**src/rtl/cld_pkg.sv**
```systemverilog
package cld_pkg;

  // Register byte offsets, one aligned 32-bit word each
  localparam logic [7:0] OFS_IDLE_LIMIT = 8'h00;
  localparam logic [7:0] OFS_START_THR  = 8'h04;
  localparam logic [7:0] OFS_HOLD_TIME  = 8'h08;
  localparam logic [7:0] OFS_HARM_THR   = 8'h0c;
  localparam logic [7:0] OFS_ROUTE      = 8'h10;
  localparam logic [7:0] OFS_NOMINAL    = 8'h14;
  localparam logic [7:0] OFS_STATUS     = 8'h18;
  localparam logic [7:0] OFS_PEAK       = 8'h1c;
  localparam logic [7:0] OFS_IDLE_PRI   = 8'h20;
  localparam logic [7:0] OFS_START_PRI  = 8'h24;

  // Reset values of the settings
  localparam logic [15:0] RST_IDLE_LIMIT = 16'h0033;
  localparam logic [15:0] RST_START_THR  = 16'h0133;
  localparam logic [15:0] RST_HOLD_TIME  = 16'h03e8;
  localparam logic [15:0] RST_HARM_THR   = 16'h0014;
  localparam logic [3:0]  RST_ROUTE      = 4'h0;
  localparam logic [15:0] RST_NOMINAL    = 16'h0064;

  // Per-unit settings are Q8.8; this shift turns a product into amperes
  localparam int PU_FRAC = 8;

  // Route bit positions
  localparam int RT_COLD_OUT = 0;
  localparam int RT_COLD_BLK = 1;
  localparam int RT_INR_OUT  = 2;
  localparam int RT_INR_BLK  = 3;

  // Status field positions
  localparam int ST_COLD_LSB = 0;
  localparam int ST_INR_LSB  = 2;

  // Timing
  localparam int unsigned CLK_HZ       = 20_000_000;
  localparam int unsigned MS_PER_S     = 1000;
  localparam int unsigned TRANS_MS     = 80;
  localparam int unsigned MAINS_MS     = 20;
  localparam int unsigned MS_CYC_DFLT  = CLK_HZ / MS_PER_S;
  localparam int unsigned TRANS_CYC_DFLT = TRANS_MS * MS_CYC_DFLT;
  localparam int unsigned MAINS_CYC_DFLT = MAINS_MS * MS_CYC_DFLT;

  // Three-state status codes
  localparam logic [1:0] STAT_INACTIVE = 2'h0;
  localparam logic [1:0] STAT_START    = 2'h1;
  localparam logic [1:0] STAT_TRIP     = 2'h2;

  typedef struct packed {
    logic [15:0] a;
    logic [15:0] b;
    logic [15:0] c;
  } cld_phase_s;

  typedef struct packed {
    logic cold;
    logic inrush;
  } cld_matrix_s;

  typedef enum logic [2:0] {
    CLD_UNARMED, CLD_ARMED, CLD_RISE, CLD_ACTIVE, CLD_TIMEOUT
  } cld_state_e;

endpackage : cld_pkg

```
**src/rtl/cld_detector.sv**
```systemverilog
// Contract
// - Arm when all phases idle; start on peak rise within 80 ms.
// - Cold-load holds until hold time expires or peak drops below start.
// - Lingering between idle and start over 80 ms gives no activation.
// - Inrush on cold-load start with any harmonic ratio above threshold.
// - Harmonic threshold zero makes inrush identical to cold-load.
// - Inrush blocking starts immediately at the cold-load start.
// - After one mains cycle, inrush needs a significant harmonic ratio.
// - Cold-load status reads inactive, start or trip.
// - Supervised current is the largest phase, readable by software.
// - Idle and start settings are per-unit, also reported primary-scaled.
// - Cold-load and inrush each route to output and blocking matrices.
//
// Chosen here: the register addresses and the Avalon-MM slave port.
`timescale 1ns/1ps
`default_nettype none
module cld_detector #(
  parameter int unsigned MS_CYC    = cld_pkg::MS_CYC_DFLT,
  parameter int unsigned TRANS_CYC = cld_pkg::TRANS_CYC_DFLT,
  parameter int unsigned MAINS_CYC = cld_pkg::MAINS_CYC_DFLT
) (
  input  wire logic               clk,
  input  wire logic               rstn,
  input  wire logic               meas_tick,
  input  wire cld_pkg::cld_phase_s phase_current,
  input  wire cld_pkg::cld_phase_s harm_ratio,
  input  wire logic [7:0]         address,
  input  wire logic               read,
  input  wire logic               write,
  input  wire logic [31:0]        writedata,
  output logic [31:0]             readdata,
  output logic                    waitrequest,
  output cld_pkg::cld_matrix_s    out_matrix,
  output cld_pkg::cld_matrix_s    blk_matrix
);
  import cld_pkg::*;

  logic [15:0] idle_limit;
  logic [15:0] start_thr;
  logic [15:0] hold_time_limit;
  logic [15:0] harmonic_ratio_threshold;
  logic [3:0]  route;
  logic [15:0] nominal_amps;
  logic [15:0] peak_phase_current;
  logic [15:0] idle_primary;
  logic [15:0] start_primary;
  logic        bus_ack;
  cld_state_e  state;
  cld_state_e  next_state;
  logic [31:0] trans_cnt;
  logic [31:0] mains_cnt;
  logic [31:0] ms_pre;
  logic [15:0] hold_ms;
  logic        cold_out;
  logic        inrush_out;
  logic        inrush_seen;
  logic        next_cold;
  logic        next_inrush;
  logic [15:0] max_ab;
  logic [15:0] next_peak;
  logic        all_idle;
  logic        above;
  logic        harm_hit;
  logic        first_done;
  logic        hold_done;
  logic [1:0]  cold_load_state;
  logic [1:0]  inrush_state;
  logic [31:0] rd_mux;
  logic        wr_take;

  // Supervised current is the largest phase magnitude
  assign max_ab    = (phase_current.a > phase_current.b) ?
                     phase_current.a : phase_current.b;
  assign next_peak = (max_ab > phase_current.c) ? max_ab : phase_current.c;

  // Per-phase comparisons against the settings
  assign all_idle  = (phase_current.a < idle_limit) &&
                     (phase_current.b < idle_limit) &&
                     (phase_current.c < idle_limit);
  assign above     = next_peak > start_thr;
  assign harm_hit  = (harm_ratio.a > harmonic_ratio_threshold) ||
                     (harm_ratio.b > harmonic_ratio_threshold) ||
                     (harm_ratio.c > harmonic_ratio_threshold);
  assign first_done = mains_cnt >= MAINS_CYC;
  assign hold_done  = hold_ms >= hold_time_limit;

  // Bus handshake: every access waits exactly one cycle
  assign waitrequest = (read || write) && !bus_ack;
  assign wr_take     = write && bus_ack;

  always_ff @(posedge clk or negedge rstn) begin
    if (!rstn) begin
      bus_ack <= 1'b0;
    end else begin
      bus_ack <= (read || write) && !bus_ack;
    end
  end

  // Settings registers; password checking belongs to software
  always_ff @(posedge clk or negedge rstn) begin
    if (!rstn) begin
      idle_limit               <= RST_IDLE_LIMIT;
      start_thr                <= RST_START_THR;
      hold_time_limit          <= RST_HOLD_TIME;
      harmonic_ratio_threshold <= RST_HARM_THR;
      route                    <= RST_ROUTE;
      nominal_amps             <= RST_NOMINAL;
    end else if (wr_take) begin
      case (address)
        OFS_IDLE_LIMIT: idle_limit               <= writedata[15:0];
        OFS_START_THR:  start_thr                <= writedata[15:0];
        OFS_HOLD_TIME:  hold_time_limit          <= writedata[15:0];
        OFS_HARM_THR:   harmonic_ratio_threshold <= writedata[15:0];
        OFS_ROUTE:      route                    <= writedata[3:0];
        OFS_NOMINAL:    nominal_amps             <= writedata[15:0];
        default: ;
      endcase
    end
  end

  // Status codes derived from the detector state
  always_comb begin
    case (state)
      CLD_ACTIVE:  cold_load_state = STAT_START;
      CLD_TIMEOUT: cold_load_state = STAT_TRIP;
      default:     cold_load_state = STAT_INACTIVE;
    endcase
    if (inrush_out) begin
      inrush_state = STAT_START;
    end else if (state == CLD_TIMEOUT && inrush_seen) begin
      inrush_state = STAT_TRIP;
    end else begin
      inrush_state = STAT_INACTIVE;
    end
  end

  // Read mux; unmapped addresses read as zero
  always_comb begin
    rd_mux = 32'h0;
    case (address)
      OFS_IDLE_LIMIT: rd_mux[15:0] = idle_limit;
      OFS_START_THR:  rd_mux[15:0] = start_thr;
      OFS_HOLD_TIME:  rd_mux[15:0] = hold_time_limit;
      OFS_HARM_THR:   rd_mux[15:0] = harmonic_ratio_threshold;
      OFS_ROUTE:      rd_mux[3:0]  = route;
      OFS_NOMINAL:    rd_mux[15:0] = nominal_amps;
      OFS_STATUS: begin
        rd_mux[ST_COLD_LSB +: 2] = cold_load_state;
        rd_mux[ST_INR_LSB +: 2]  = inrush_state;
      end
      OFS_PEAK:      rd_mux[15:0] = peak_phase_current;
      OFS_IDLE_PRI:  rd_mux[15:0] = idle_primary;
      OFS_START_PRI: rd_mux[15:0] = start_primary;
      default: ;
    endcase
  end

  // Read data captured in the wait cycle, stands at the answer edge
  always_ff @(posedge clk or negedge rstn) begin
    if (!rstn) begin
      readdata <= 32'h0;
    end else if (read && !bus_ack) begin
      readdata <= rd_mux;
    end
  end

  // Monitored values; primary scaling drops the Q8.8 fraction
  always_ff @(posedge clk or negedge rstn) begin
    if (!rstn) begin
      peak_phase_current <= 16'h0;
      idle_primary       <= 16'h0;
      start_primary      <= 16'h0;
    end else begin
      if (meas_tick) begin
        peak_phase_current <= next_peak;
      end
      idle_primary  <= 16'((32'(idle_limit) * 32'(nominal_amps))
                          >> PU_FRAC);
      start_primary <= 16'((32'(start_thr) * 32'(nominal_amps))
                          >> PU_FRAC);
    end
  end

  // Detector sequence, advanced only on a measurement tick
  always_comb begin
    next_state = state;
    if (meas_tick) begin
      case (state)
        CLD_UNARMED: begin
          if (all_idle) next_state = CLD_ARMED;
        end
        CLD_ARMED: begin
          if (above) next_state = CLD_ACTIVE;
          else if (!all_idle) next_state = CLD_RISE;
        end
        CLD_RISE: begin
          if (trans_cnt > TRANS_CYC) begin
            next_state = CLD_UNARMED;
          end else if (above) begin
            next_state = CLD_ACTIVE;
          end else if (all_idle) begin
            next_state = CLD_ARMED;
          end
        end
        CLD_ACTIVE: begin
          // Timeout wins when both happen together, so trip shows
          if (hold_done) next_state = CLD_TIMEOUT;
          else if (!above) next_state = CLD_UNARMED;
        end
        CLD_TIMEOUT: begin
          if (!above) next_state = CLD_UNARMED;
        end
        default: next_state = CLD_UNARMED;
      endcase
    end
  end

  always_ff @(posedge clk or negedge rstn) begin
    if (!rstn) begin
      state <= CLD_UNARMED;
    end else begin
      state <= next_state;
    end
  end

  // Transition window timer, counts from the moment current leaves idle
  always_ff @(posedge clk or negedge rstn) begin
    if (!rstn) begin
      trans_cnt <= 32'h0;
    end else if (state != CLD_RISE) begin
      trans_cnt <= 32'h0;
    end else if (trans_cnt <= TRANS_CYC) begin
      trans_cnt <= trans_cnt + 32'h1;
    end
  end

  // Hold timer in milliseconds; a wide setting never wraps the counter
  always_ff @(posedge clk or negedge rstn) begin
    if (!rstn) begin
      ms_pre  <= 32'h0;
      hold_ms <= 16'h0;
    end else if (state != CLD_ACTIVE) begin
      ms_pre  <= 32'h0;
      hold_ms <= 16'h0;
    end else if (ms_pre >= MS_CYC - 1) begin
      ms_pre <= 32'h0;
      if (!hold_done) hold_ms <= hold_ms + 16'h1;
    end else begin
      ms_pre <= ms_pre + 32'h1;
    end
  end

  // One mains cycle after start, before the ratio is trustworthy
  always_ff @(posedge clk or negedge rstn) begin
    if (!rstn) begin
      mains_cnt <= 32'h0;
    end else if (state != CLD_ACTIVE) begin
      mains_cnt <= 32'h0;
    end else if (!first_done) begin
      mains_cnt <= mains_cnt + 32'h1;
    end
  end

  // Inrush follows cold-load in the first cycle, then needs harmonics
  assign next_cold   = next_state == CLD_ACTIVE;
  assign next_inrush = next_cold &&
                       ((harmonic_ratio_threshold == 16'h0) ||
                        !first_done || (state != CLD_ACTIVE) ||
                        harm_hit);

  always_ff @(posedge clk or negedge rstn) begin
    if (!rstn) begin
      cold_out    <= 1'b0;
      inrush_out  <= 1'b0;
      inrush_seen <= 1'b0;
    end else begin
      cold_out   <= next_cold;
      inrush_out <= next_inrush;
      if (state == CLD_UNARMED) inrush_seen <= 1'b0;
      else if (next_inrush) inrush_seen <= 1'b1;
    end
  end

  // Matrix routing, one cycle behind the detector outputs
  always_ff @(posedge clk or negedge rstn) begin
    if (!rstn) begin
      out_matrix <= '0;
      blk_matrix <= '0;
    end else begin
      out_matrix.cold   <= cold_out && route[RT_COLD_OUT];
      out_matrix.inrush <= inrush_out && route[RT_INR_OUT];
      blk_matrix.cold   <= cold_out && route[RT_COLD_BLK];
      blk_matrix.inrush <= inrush_out && route[RT_INR_BLK];
    end
  end

  property p_arm;
    @(posedge clk) disable iff (!rstn)
    (state == CLD_ACTIVE && $past(state) != CLD_ACTIVE) |->
      ($past(state) == CLD_ARMED || $past(state) == CLD_RISE);
  endproperty
  a_arm: assert property (p_arm) else $error("no arming");

  property p_drop;
    @(posedge clk) disable iff (!rstn)
    (meas_tick && state == CLD_ACTIVE && (!above || hold_done)) |=>
      !cold_out ##1 !out_matrix.cold;
  endproperty
  a_drop: assert property (p_drop) else $error("late drop");

  property p_window;
    @(posedge clk) disable iff (!rstn)
    (meas_tick && state == CLD_RISE && trans_cnt > TRANS_CYC) |=>
      state == CLD_UNARMED;
  endproperty
  a_window: assert property (p_window) else $error("late rise");

  property p_zero;
    @(posedge clk) disable iff (!rstn)
    (harmonic_ratio_threshold == 16'h0 &&
     $past(harmonic_ratio_threshold) == 16'h0) |-> inrush_out == cold_out;
  endproperty
  a_zero: assert property (p_zero) else $error("zero ratio");

  property p_first;
    @(posedge clk) disable iff (!rstn)
    $rose(cold_out) |-> inrush_out;
  endproperty
  a_first: assert property (p_first) else $error("late block");

  property p_release;
    @(posedge clk) disable iff (!rstn)
    (state == CLD_ACTIVE && first_done && !harm_hit &&
     harmonic_ratio_threshold != 16'h0) |=> !inrush_out;
  endproperty
  a_release: assert property (p_release) else $error("held on");

  property p_status;
    @(posedge clk) disable iff (!rstn)
    // Hold timer clears once out of active, so only the entry is traced
    (cold_load_state == STAT_TRIP) |-> !cold_out &&
      ($past(cold_load_state) == STAT_TRIP || $past(hold_done));
  endproperty
  a_status: assert property (p_status) else $error("bad trip");

  property p_peak;
    @(posedge clk) disable iff (!rstn)
    meas_tick |=> peak_phase_current == $past(next_peak);
  endproperty
  a_peak: assert property (p_peak) else $error("bad peak");

  property p_tick;
    @(posedge clk) disable iff (!rstn)
    (state != $past(state)) |-> $past(meas_tick);
  endproperty
  a_tick: assert property (p_tick) else $error("off tick");

endmodule : cld_detector
`default_nettype wire

```
**config.mk**
```make
export PLATFORM = sky130hd
export DESIGN_NAME = cld_detector
export DESIGN_NICKNAME = d
export VERILOG_FILES = /design/src/rtl/cld_pkg.sv /design/src/rtl/cld_detector.sv
export SDC_FILE = /design/constraint.sdc
export NUM_CORES = 2
export LEC_CHECK = 0
export BUFFER_PORTS_ARGS = -buffer_cell sky130_fd_sc_hd__buf_4
export CORE_MARGIN = 2
export CORE_UTILIZATION = 45
export DETAILED_ROUTE_END_ITERATION = 8
export GPL_TIMING_DRIVEN = 0
export SLEW_MARGIN = 20
export SYNTH_ARGS = -nofsm -noshare
export SYNTH_HDL_FRONTEND = slang
export SYNTH_SLANG_ARGS = --single-unit
```
**constraint.sdc**
```tcl
create_clock -name clk -period 13.14 [get_ports clk]
set_input_delay 0.657 -clock clk [delete_from_list [all_inputs] [get_ports clk]]
set_output_delay 0.657 -clock clk [all_outputs]
set_load 0.005 [all_outputs]
```
# Word level (Yosys, flattened, before mapping)
# Index checks and enable logic that the tools add are counted.
[totals] register_bits=271
[op_classes] addsub=4 mul=2 order_cmp=14 n_eq_ne=18 muxes=27 n_reduce_logical=32
[op_table] cell="32-bit 2-to-1 mux" count=6
[op_table] cell="32-bit by 1-bit adder with 32-bit output, second input constant" count=3
[op_table] cell="16-bit > comparator" count=6
[op_table] cell="12-bit case mux with 8 select lines" count=1
[op_table] cell="16-bit 2-to-1 mux" count=5
[op_table] cell="16-bit less-than comparator" count=3
[op_table] cell="16-bit by 16-bit multiplier with 24-bit output" count=2
[op_table] cell="4-bit case mux with 10 select lines" count=1
[op_table] cell="8-bit by 5-bit equality test with 1-bit output, second input constant" count=4
[op_table] cell="32-bit by 15-bit >= comparator with 1-bit output, second input constant" count=1
[op_table] cell="32-bit by 19-bit >= comparator with 1-bit output, second input constant" count=1
[op_table] cell="32-bit by 21-bit > comparator with 1-bit output, second input constant" count=1
[op_table] cell="32-bit by 21-bit less-or-equal comparator with 1-bit output, second input constant" count=1
[op_table] cell="3-bit 2-to-1 mux" count=8
[op_table] cell="16-bit by 1-bit adder with 16-bit output, second input constant" count=1
[op_table] cell="8-bit by 4-bit equality test with 1-bit output, second input constant" count=2
[op_table] cell="8-bit by 6-bit equality test with 1-bit output, second input constant" count=2
[op_table] cell="16-bit >= comparator" count=1
[op_table] cell="16-bit zero test" count=1
[op_table] cell="3-bit case mux with 5 select lines" count=1
[op_table] cell="2-bit AND reduction" count=7
[op_table] cell="1-bit logical AND" count=11
[op_table] cell="3-bit by 2-bit equality test with 1-bit output, second input constant" count=3
[op_table] cell="8-bit by 3-bit equality test with 1-bit output, second input constant" count=1
[op_table] cell="12 further kinds" count=24

# Depth between registers and ports, before layout
[depth] word_depth=13 mapped_depth=35 ltp_nobuf=31

# Worst setup path after synthesis
# OpenSTA, ideal clock, no wires.
[synth_timing] kind="input to register" start="input port phase_current[29] (netlist name)" end="register inrush_seen" setup_ps=120 t_arrival_ps=6182 path_slack_ps=6837 stages=32 n_path_buf=4 path_cell_list="inv_1 > ha_1 > nand4_1 > or2_1 > nor4_2 > a21oi_1 > or2_1 > buf_2 > buf_2 > a21oi_1 > inv_1 > ha_1 > nor2b_1 > o21a_1 > o21a_1 > o211ai_1 > a21o_1 > a21oi_1 > o31ai_1 > buf_2 > buf_2 > o21ai_0 > ha_1 > nand4_1 > nor3_1 > a21boi_0 > a211oi_1 > a41o_1 > o31ai_1 > a22o_1 > o31ai_2 > o211a_1"
[synth_between] elab_chain_cells=12 word_cells_on_any_way=20 classes_between="order compare: 4; eq/ne: 1; mux: 11; reduce/logical: 4"
[synth_rtl] element="start: declaration" line="cld_detector.sv:25" source="input wire cld_pkg::cld_phase_s phase_current,"
[synth_rtl] element="16-bit > comparator" line="cld_detector.sv:72" source="assign max_ab = (phase_current.a > phase_current.b) ?"
[synth_rtl] element="16-bit 2-to-1 mux *" line="cld_detector.sv:72"
[synth_rtl] element="16-bit > comparator" line="cld_detector.sv:74" source="assign next_peak = (max_ab > phase_current.c) ? max_ab : phase_current.c;"
[synth_rtl] element="16-bit 2-to-1 mux *" line="cld_detector.sv:74"
[synth_rtl] element="named net next_peak[15]" line="cld_detector.sv:60" source="logic [15:0] next_peak;"
[synth_rtl] element="16-bit > comparator *" line="cld_detector.sv:80" source="assign above = next_peak > start_thr;"
[synth_rtl] element="3-bit 2-to-1 mux (on tied branches)" line="cld_detector.sv:208, cld_detector.sv:211, cld_detector.sv:199"
[synth_rtl] element="3-bit 2-to-1 mux (on tied branches)" line="cld_detector.sv:207, cld_detector.sv:197"
[synth_rtl] element="3-bit case mux with 5 select lines *" line="cld_detector.sv:188" source="case (state)"
[synth_rtl] element="3-bit 2-to-1 mux *" line="cld_detector.sv:187" source="if (meas_tick) begin"
[synth_rtl] element="named net next_state[2]" line="cld_detector.sv:49" source="cld_state_e next_state;"
[synth_rtl] element="3-bit by 2-bit equality test with 1-bit output *" line="cld_detector.sv:265" source="assign next_cold = next_state == CLD_ACTIVE;"
[synth_rtl] element="named net next_cold" line="cld_detector.sv:57" source="logic next_cold;"
[synth_rtl] element="1-bit logical AND *" line="cld_detector.sv:266" source="assign next_inrush = next_cold &&"
[synth_rtl] element="2-bit nonzero test (no line) *"
[synth_rtl] element="end signal: assignment" line="cld_detector.sv:275" source="inrush_seen <= 1'b0;"
[synth_rtl] element="end signal: assignment" line="cld_detector.sv:279" source="if (state == CLD_UNARMED) inrush_seen <= 1'b0;"
[synth_rtl] element="end signal: assignment" line="cld_detector.sv:280" source="else if (next_inrush) inrush_seen <= 1'b1;"
[synth_rtl] element="end: declaration" line="cld_detector.sv:56" source="logic inrush_seen;"
# The timed path passes the listed nets; every way through them passes the cells marked *.
# A chain may end at the register's enable or synchronous reset.

# Final worst setup path
[layout_timing] start="register idle_limit[8]" end="register idle_primary[15]"
[layout_between] elab_chain_cells=1
[layout_rtl] element="start: declaration" line="cld_detector.sv:38" source="logic [15:0] idle_limit;"
[layout_rtl] element="start signal: assignment" line="cld_detector.sv:110" source="OFS_IDLE_LIMIT: idle_limit <= writedata[15:0];"
[layout_rtl] element="16-bit by 16-bit multiplier with 24-bit output" line="cld_detector.sv:177" source="idle_primary <= 16'((32'(idle_limit) * 32'(nominal_amps))"
[layout_rtl] element="end signal: assignment" line="cld_detector.sv:177"
[layout_rtl] element="end: declaration" line="cld_detector.sv:45" source="logic [15:0] idle_primary;"
# No other way between the ends.

==> impl_summary.txt <==
----------------------------------------------------
[Finish]
  Synth-to-layout area growth ... 12.1%
  Number of nets in the finished design ... 4,099
  FILL cells ... 6,036
  Area of the multi-input gates ... 0.0197 mm²
  Storage element area ... 0.00681 mm²
  Ratio of cells with drive above 1 in the final layout ... 10.6%

[Detailed routing]
  Number of optimization iterations in the first detailed-route pass ... 6
  DRT iter0 DRCs ... 2,006
  Post-route DRC violation count ... 0
  Total detailed-routing wirelength ... 92,400 µm
  Antenna viol nets, final ... 0
  Average wire per cell in the routed design ... 21.9 µm
  Routed via count ... 23,200
  Ratio of routed vias to standard cells ... 5.51

[Power]
  Worst vdd rail ir drop ... 102 µV
  Pleak ... 15.9 nW
  Power per standard cell area ... 70.4 mW/mm²

[GRT]
  Met2 Use GR ... 46.2%
  Via count of the first global-routing pass ... 24,200
  Global-route wire length before repair ... 142,000 µm
  Antenna violations before repair ... 4
  Grt met1 use ... 36.0%
  Most congested layer reported by global routing ... met2
  Residual overflow from global routing ... 0
  Global-route usage over all layers ... 28.1%
  Met3 usage in global routing ... 4.75%
  Maximum number of pins on one net before global-route repair ... 104

[Synthesis]
  Mean post-synth cell area ... 9.33 µm²
  Main synth FF type ... sky130_fd_sc_hd__dfrtp_1
  Sequential-to-total area share from yosys stat ... 23.4%
  Number of synthesized flops with an enable pin ... 0
  Largest area contributor in the netlist ... sky130_fd_sc_hd__fa_1
  Number of distinct library cells after synthesis ... 77
  Number of instances in the synthesized netlist ... 3,117
  Largest cells by area after synthesis ... sky130_fd_sc_hd__fa_1 23%, sky130_fd_sc_hd__dfrtp_1 22%, sky130_fd_sc_hd__ha_1 13%
  Synth top area share ... 23.0%
  Synth Register Bits ... 271
  Area of the mapped netlist ... 0.0291 mm²
  Synth Warn # ... 0
  Share of flip-flops with an asynchronous set or reset after synthesis ... 100%

[Flow run]
  # Max-Cap Violations ... 0

[Worst setup path]
  Most frequent CP cell ... sky130_fd_sc_hd__fa_1
  CP max stage cell ... sky130_fd_sc_hd__clkbuf_1
  Critical path, cell by cell ... clkbuf_1 -> clkbuf_1 -> nand2_1 -> fa_1 -> inv_1 -> fa_1 -> fa_1 -> fa_1 -> inv_1 -> fa_1 -> inv_1 -> fa_1 -> ha_1 -> nand2_1 -> a21oi_1 -> nand3_1 -> a21oi_1 -> o31ai_1 -> o21ai_0 -> nor4_1 -> nor3_1 -> xnor2_1
  Cells on worst reg2reg path ... 22
  Critical path data arrival time ... 8.63 ns
  CP max FO ... 10
  Critical setup path kind ... reg2reg
  Largest incremental delay on the critical path ... 0.85 ns
  Nature of the critical path startpoint ... flop
  Worst Setup End Kind ... flop
  CP required ... 13.55 ns

[Floorplan]
  Die Span Y ... 258 µm
  Std-Cell Core Area ... 0.0642 mm²
  Horizontal die dimension ... 258 µm
  Initial core utilization ... 45.3%
  Row Count ... 93
  Count of boundary I/O pins ... 178
  Die area ... 0.0667 mm²

[Min path]
  Kind of path behind the tightest hold check ... in2async

[Status]
  Outcome ... completed

[Clock tree]
  Maximum count of clock buffers along a single path ... 3
  Clock transition at the registers of the reported paths ... 0.06 ns
  TritonCTS buffer count ... 31
  Hold Buf Count CTS ... 0
  Resize count post-CTS ... 0
  Root Buffer Master ... sky130_fd_sc_hd__clkbuf_16
  Clock sink count ... 271
  Post-CTS Repair Setup Buffers ... 0
  CTS tree ... built
  Clock latency on the worst-skew pair ... 0.58 ns
  Number of H-tree levels ... 1

[Timing]
  Final setup TNS ... 0 ns
  Final critical delay including setup and external delays ... 8.21 ns
  Worst-Margin Slew ... 1.16 ns
  Setup-failing EPs final ... 0
  Ratio of final minimum period to clock period ... 62.5%
  Smallest setup slack after layout ... 4.93 ns
  RSZ-0062 raised after global routing ... false
  Worst clock skew on the final layout ... 0.0181 ns
  Slew Viols, Final ... 0
  Normalized max-slew margin ... 22.7%
  Maximum clock frequency ... 0.122 GHz
  Number of failing hold endpoints at the final stage ... 0
  WHS ... 0.0419 ns

[Place]
  Hpwl dp ... 74,300 µm
  Final weighted congestion in routability-driven placement ... 0.967
  Minimum setup slack after placement ... 5.17 ns
  Quantity of I/O buffers inserted on ports ... 145

----------------------------------------------------
==> layer usage <==
metal | wire (µm) | part of all wire (%)
met5 | 13 | 0.014
met4 | 5120 | 5.5
met3 | 6580 | 7.1
met2 | 43500 | 47
met1 | 37200 | 40
==> cells in the mapped netlist, drive strengths merged (9+ instances only) <==
cell type / number
nor2b: 16
buf: 27
o21ai: 59
inv: 539
a221oi: 13
and3: 14
dfrtp: 251
ha: 295
nor4: 20
nand3: 68
a211oi: 11
nor3: 46
a21oi: 88
xor2: 47
clkbuf: 129
nand4: 48
and2: 207
and4: 11
xnor2: 64
nand2: 342
dfstp: 20
mux2: 84
or3: 13
fa: 334
o21a: 25
a21o: 29
a31oi: 11
o221ai: 16
nor2: 143
nand2b: 9
a22oi: 43
a22o: 23
==> worst paths after layout <==
kind	start	endpoint	slack, ns
max	idle_limit[8]	idle_primary[15]	4.93
max in group asynchronous	rstn	start_thr[8]	12.16
max reg2reg	idle_limit[8]	idle_primary[15]	4.93
min reg2reg	bus_ack	bus_ack	0.45
min	rstn	hold_ms[11]	0.04
min in group clk	phase_current[4]	peak_phase_current[4]	0.35
==> critical path, delay by kind of cell, from the launching register on <==
kind            cells  cell delay [ns]
compound gates      4             1.15
xor+xnor            1             0.22
fa+ha+maj           7             3.37
buf+inv             5             1.71
flops               1             0.32
simple gates        5             1.26
==> area by class of cell <==
cell class	count	area share, %
Antenna cell	5	0.0384
Multi-Input combinational cell	2183	60.5
Tap cell	855	3.28
Clock buffer	45	2.79
Timing Repair Buffer	147	3.53
Sequential cell	271	20.9
Inverter	539	6.20
Buffer	156	2.02
Clock inverter	13	0.790
==> placed cells by master, fill, tap and decap left out, types with 64 or more instances in the layout <==
cell,Yosys,routed
sky130_fd_sc_hd__fa_1,334,334
sky130_fd_sc_hd__and2_1,207,207
sky130_fd_sc_hd__dfrtp_1,251,251
sky130_fd_sc_hd__a21oi_1,88,88
sky130_fd_sc_hd__nand2_1,342,342
sky130_fd_sc_hd__xnor2_1,64,64
sky130_fd_sc_hd__ha_1,295,295
sky130_fd_sc_hd__inv_1,539,539
sky130_fd_sc_hd__mux2_2,84,84
sky130_fd_sc_hd__nand3_1,67,67
sky130_fd_sc_hd__nor2_1,139,139
sky130_fd_sc_hd__clkbuf_1,128,133
sky130_fd_sc_hd__buf_4,16,160
==> flip-flops by register name (all words and copies together), names as in the netlist, 2 cells and up <==
signal,count
ms_pre,32
idle_limit,16
readdata,16
idle_primary,16
route,4
start_primary,16
nominal_amps,16
peak_phase_current,16
trans_cnt,32
hold_time_limit,16
start_thr,16
harmonic_ratio_threshold,16
hold_ms,16
mains_cnt,32
state,3
blk_matrix,2
out_matrix,2
==> cells by family after synthesis <==
| family | share of synthesized area (%) |
|---|---|
| other | 0.0129 |
| flip-flops | 23.4 |
| XOR/XNOR | 3.34 |
| AO/OA/AOI/OAI | 8.93 |
| adder cells (fa/ha/maj) | 35.7 |
| AND/OR/NAND/NOR | 16.1 |
| multiplexers | 3.29 |
| buffers and inverters | 9.21 |
==> power breakdown <==
part | total (mW) | switching (mW) | internal, mW
Combinational | 0.409 | 0.265 | 0.144
Clock | 0.974 | 0.358 | 0.616
Sequential | 0.912 | 0.0429 | 0.869
Total | 2.29 | 0.666 | 1.63
==> metrics by stage <==
stage / instances / cell area (µm²) / utilization (%) / power [mW]
2_1_floorplan: 3149 / 29200 / - / 1.14
3_3_place_gp: 4149 / 31400 / 48.8 / 1.31
3_5_place_dp: 4151 / 31400 / 48.9 / 1.33
4_1_cts: 4209 / 32600 / 50.7 / 2.31
5_1_grt: 4209 / 32600 / 50.7 / 2.39
6_report: 4214 / 32600 / 50.8 / 2.29
Power figures use the tool's default switching activity.
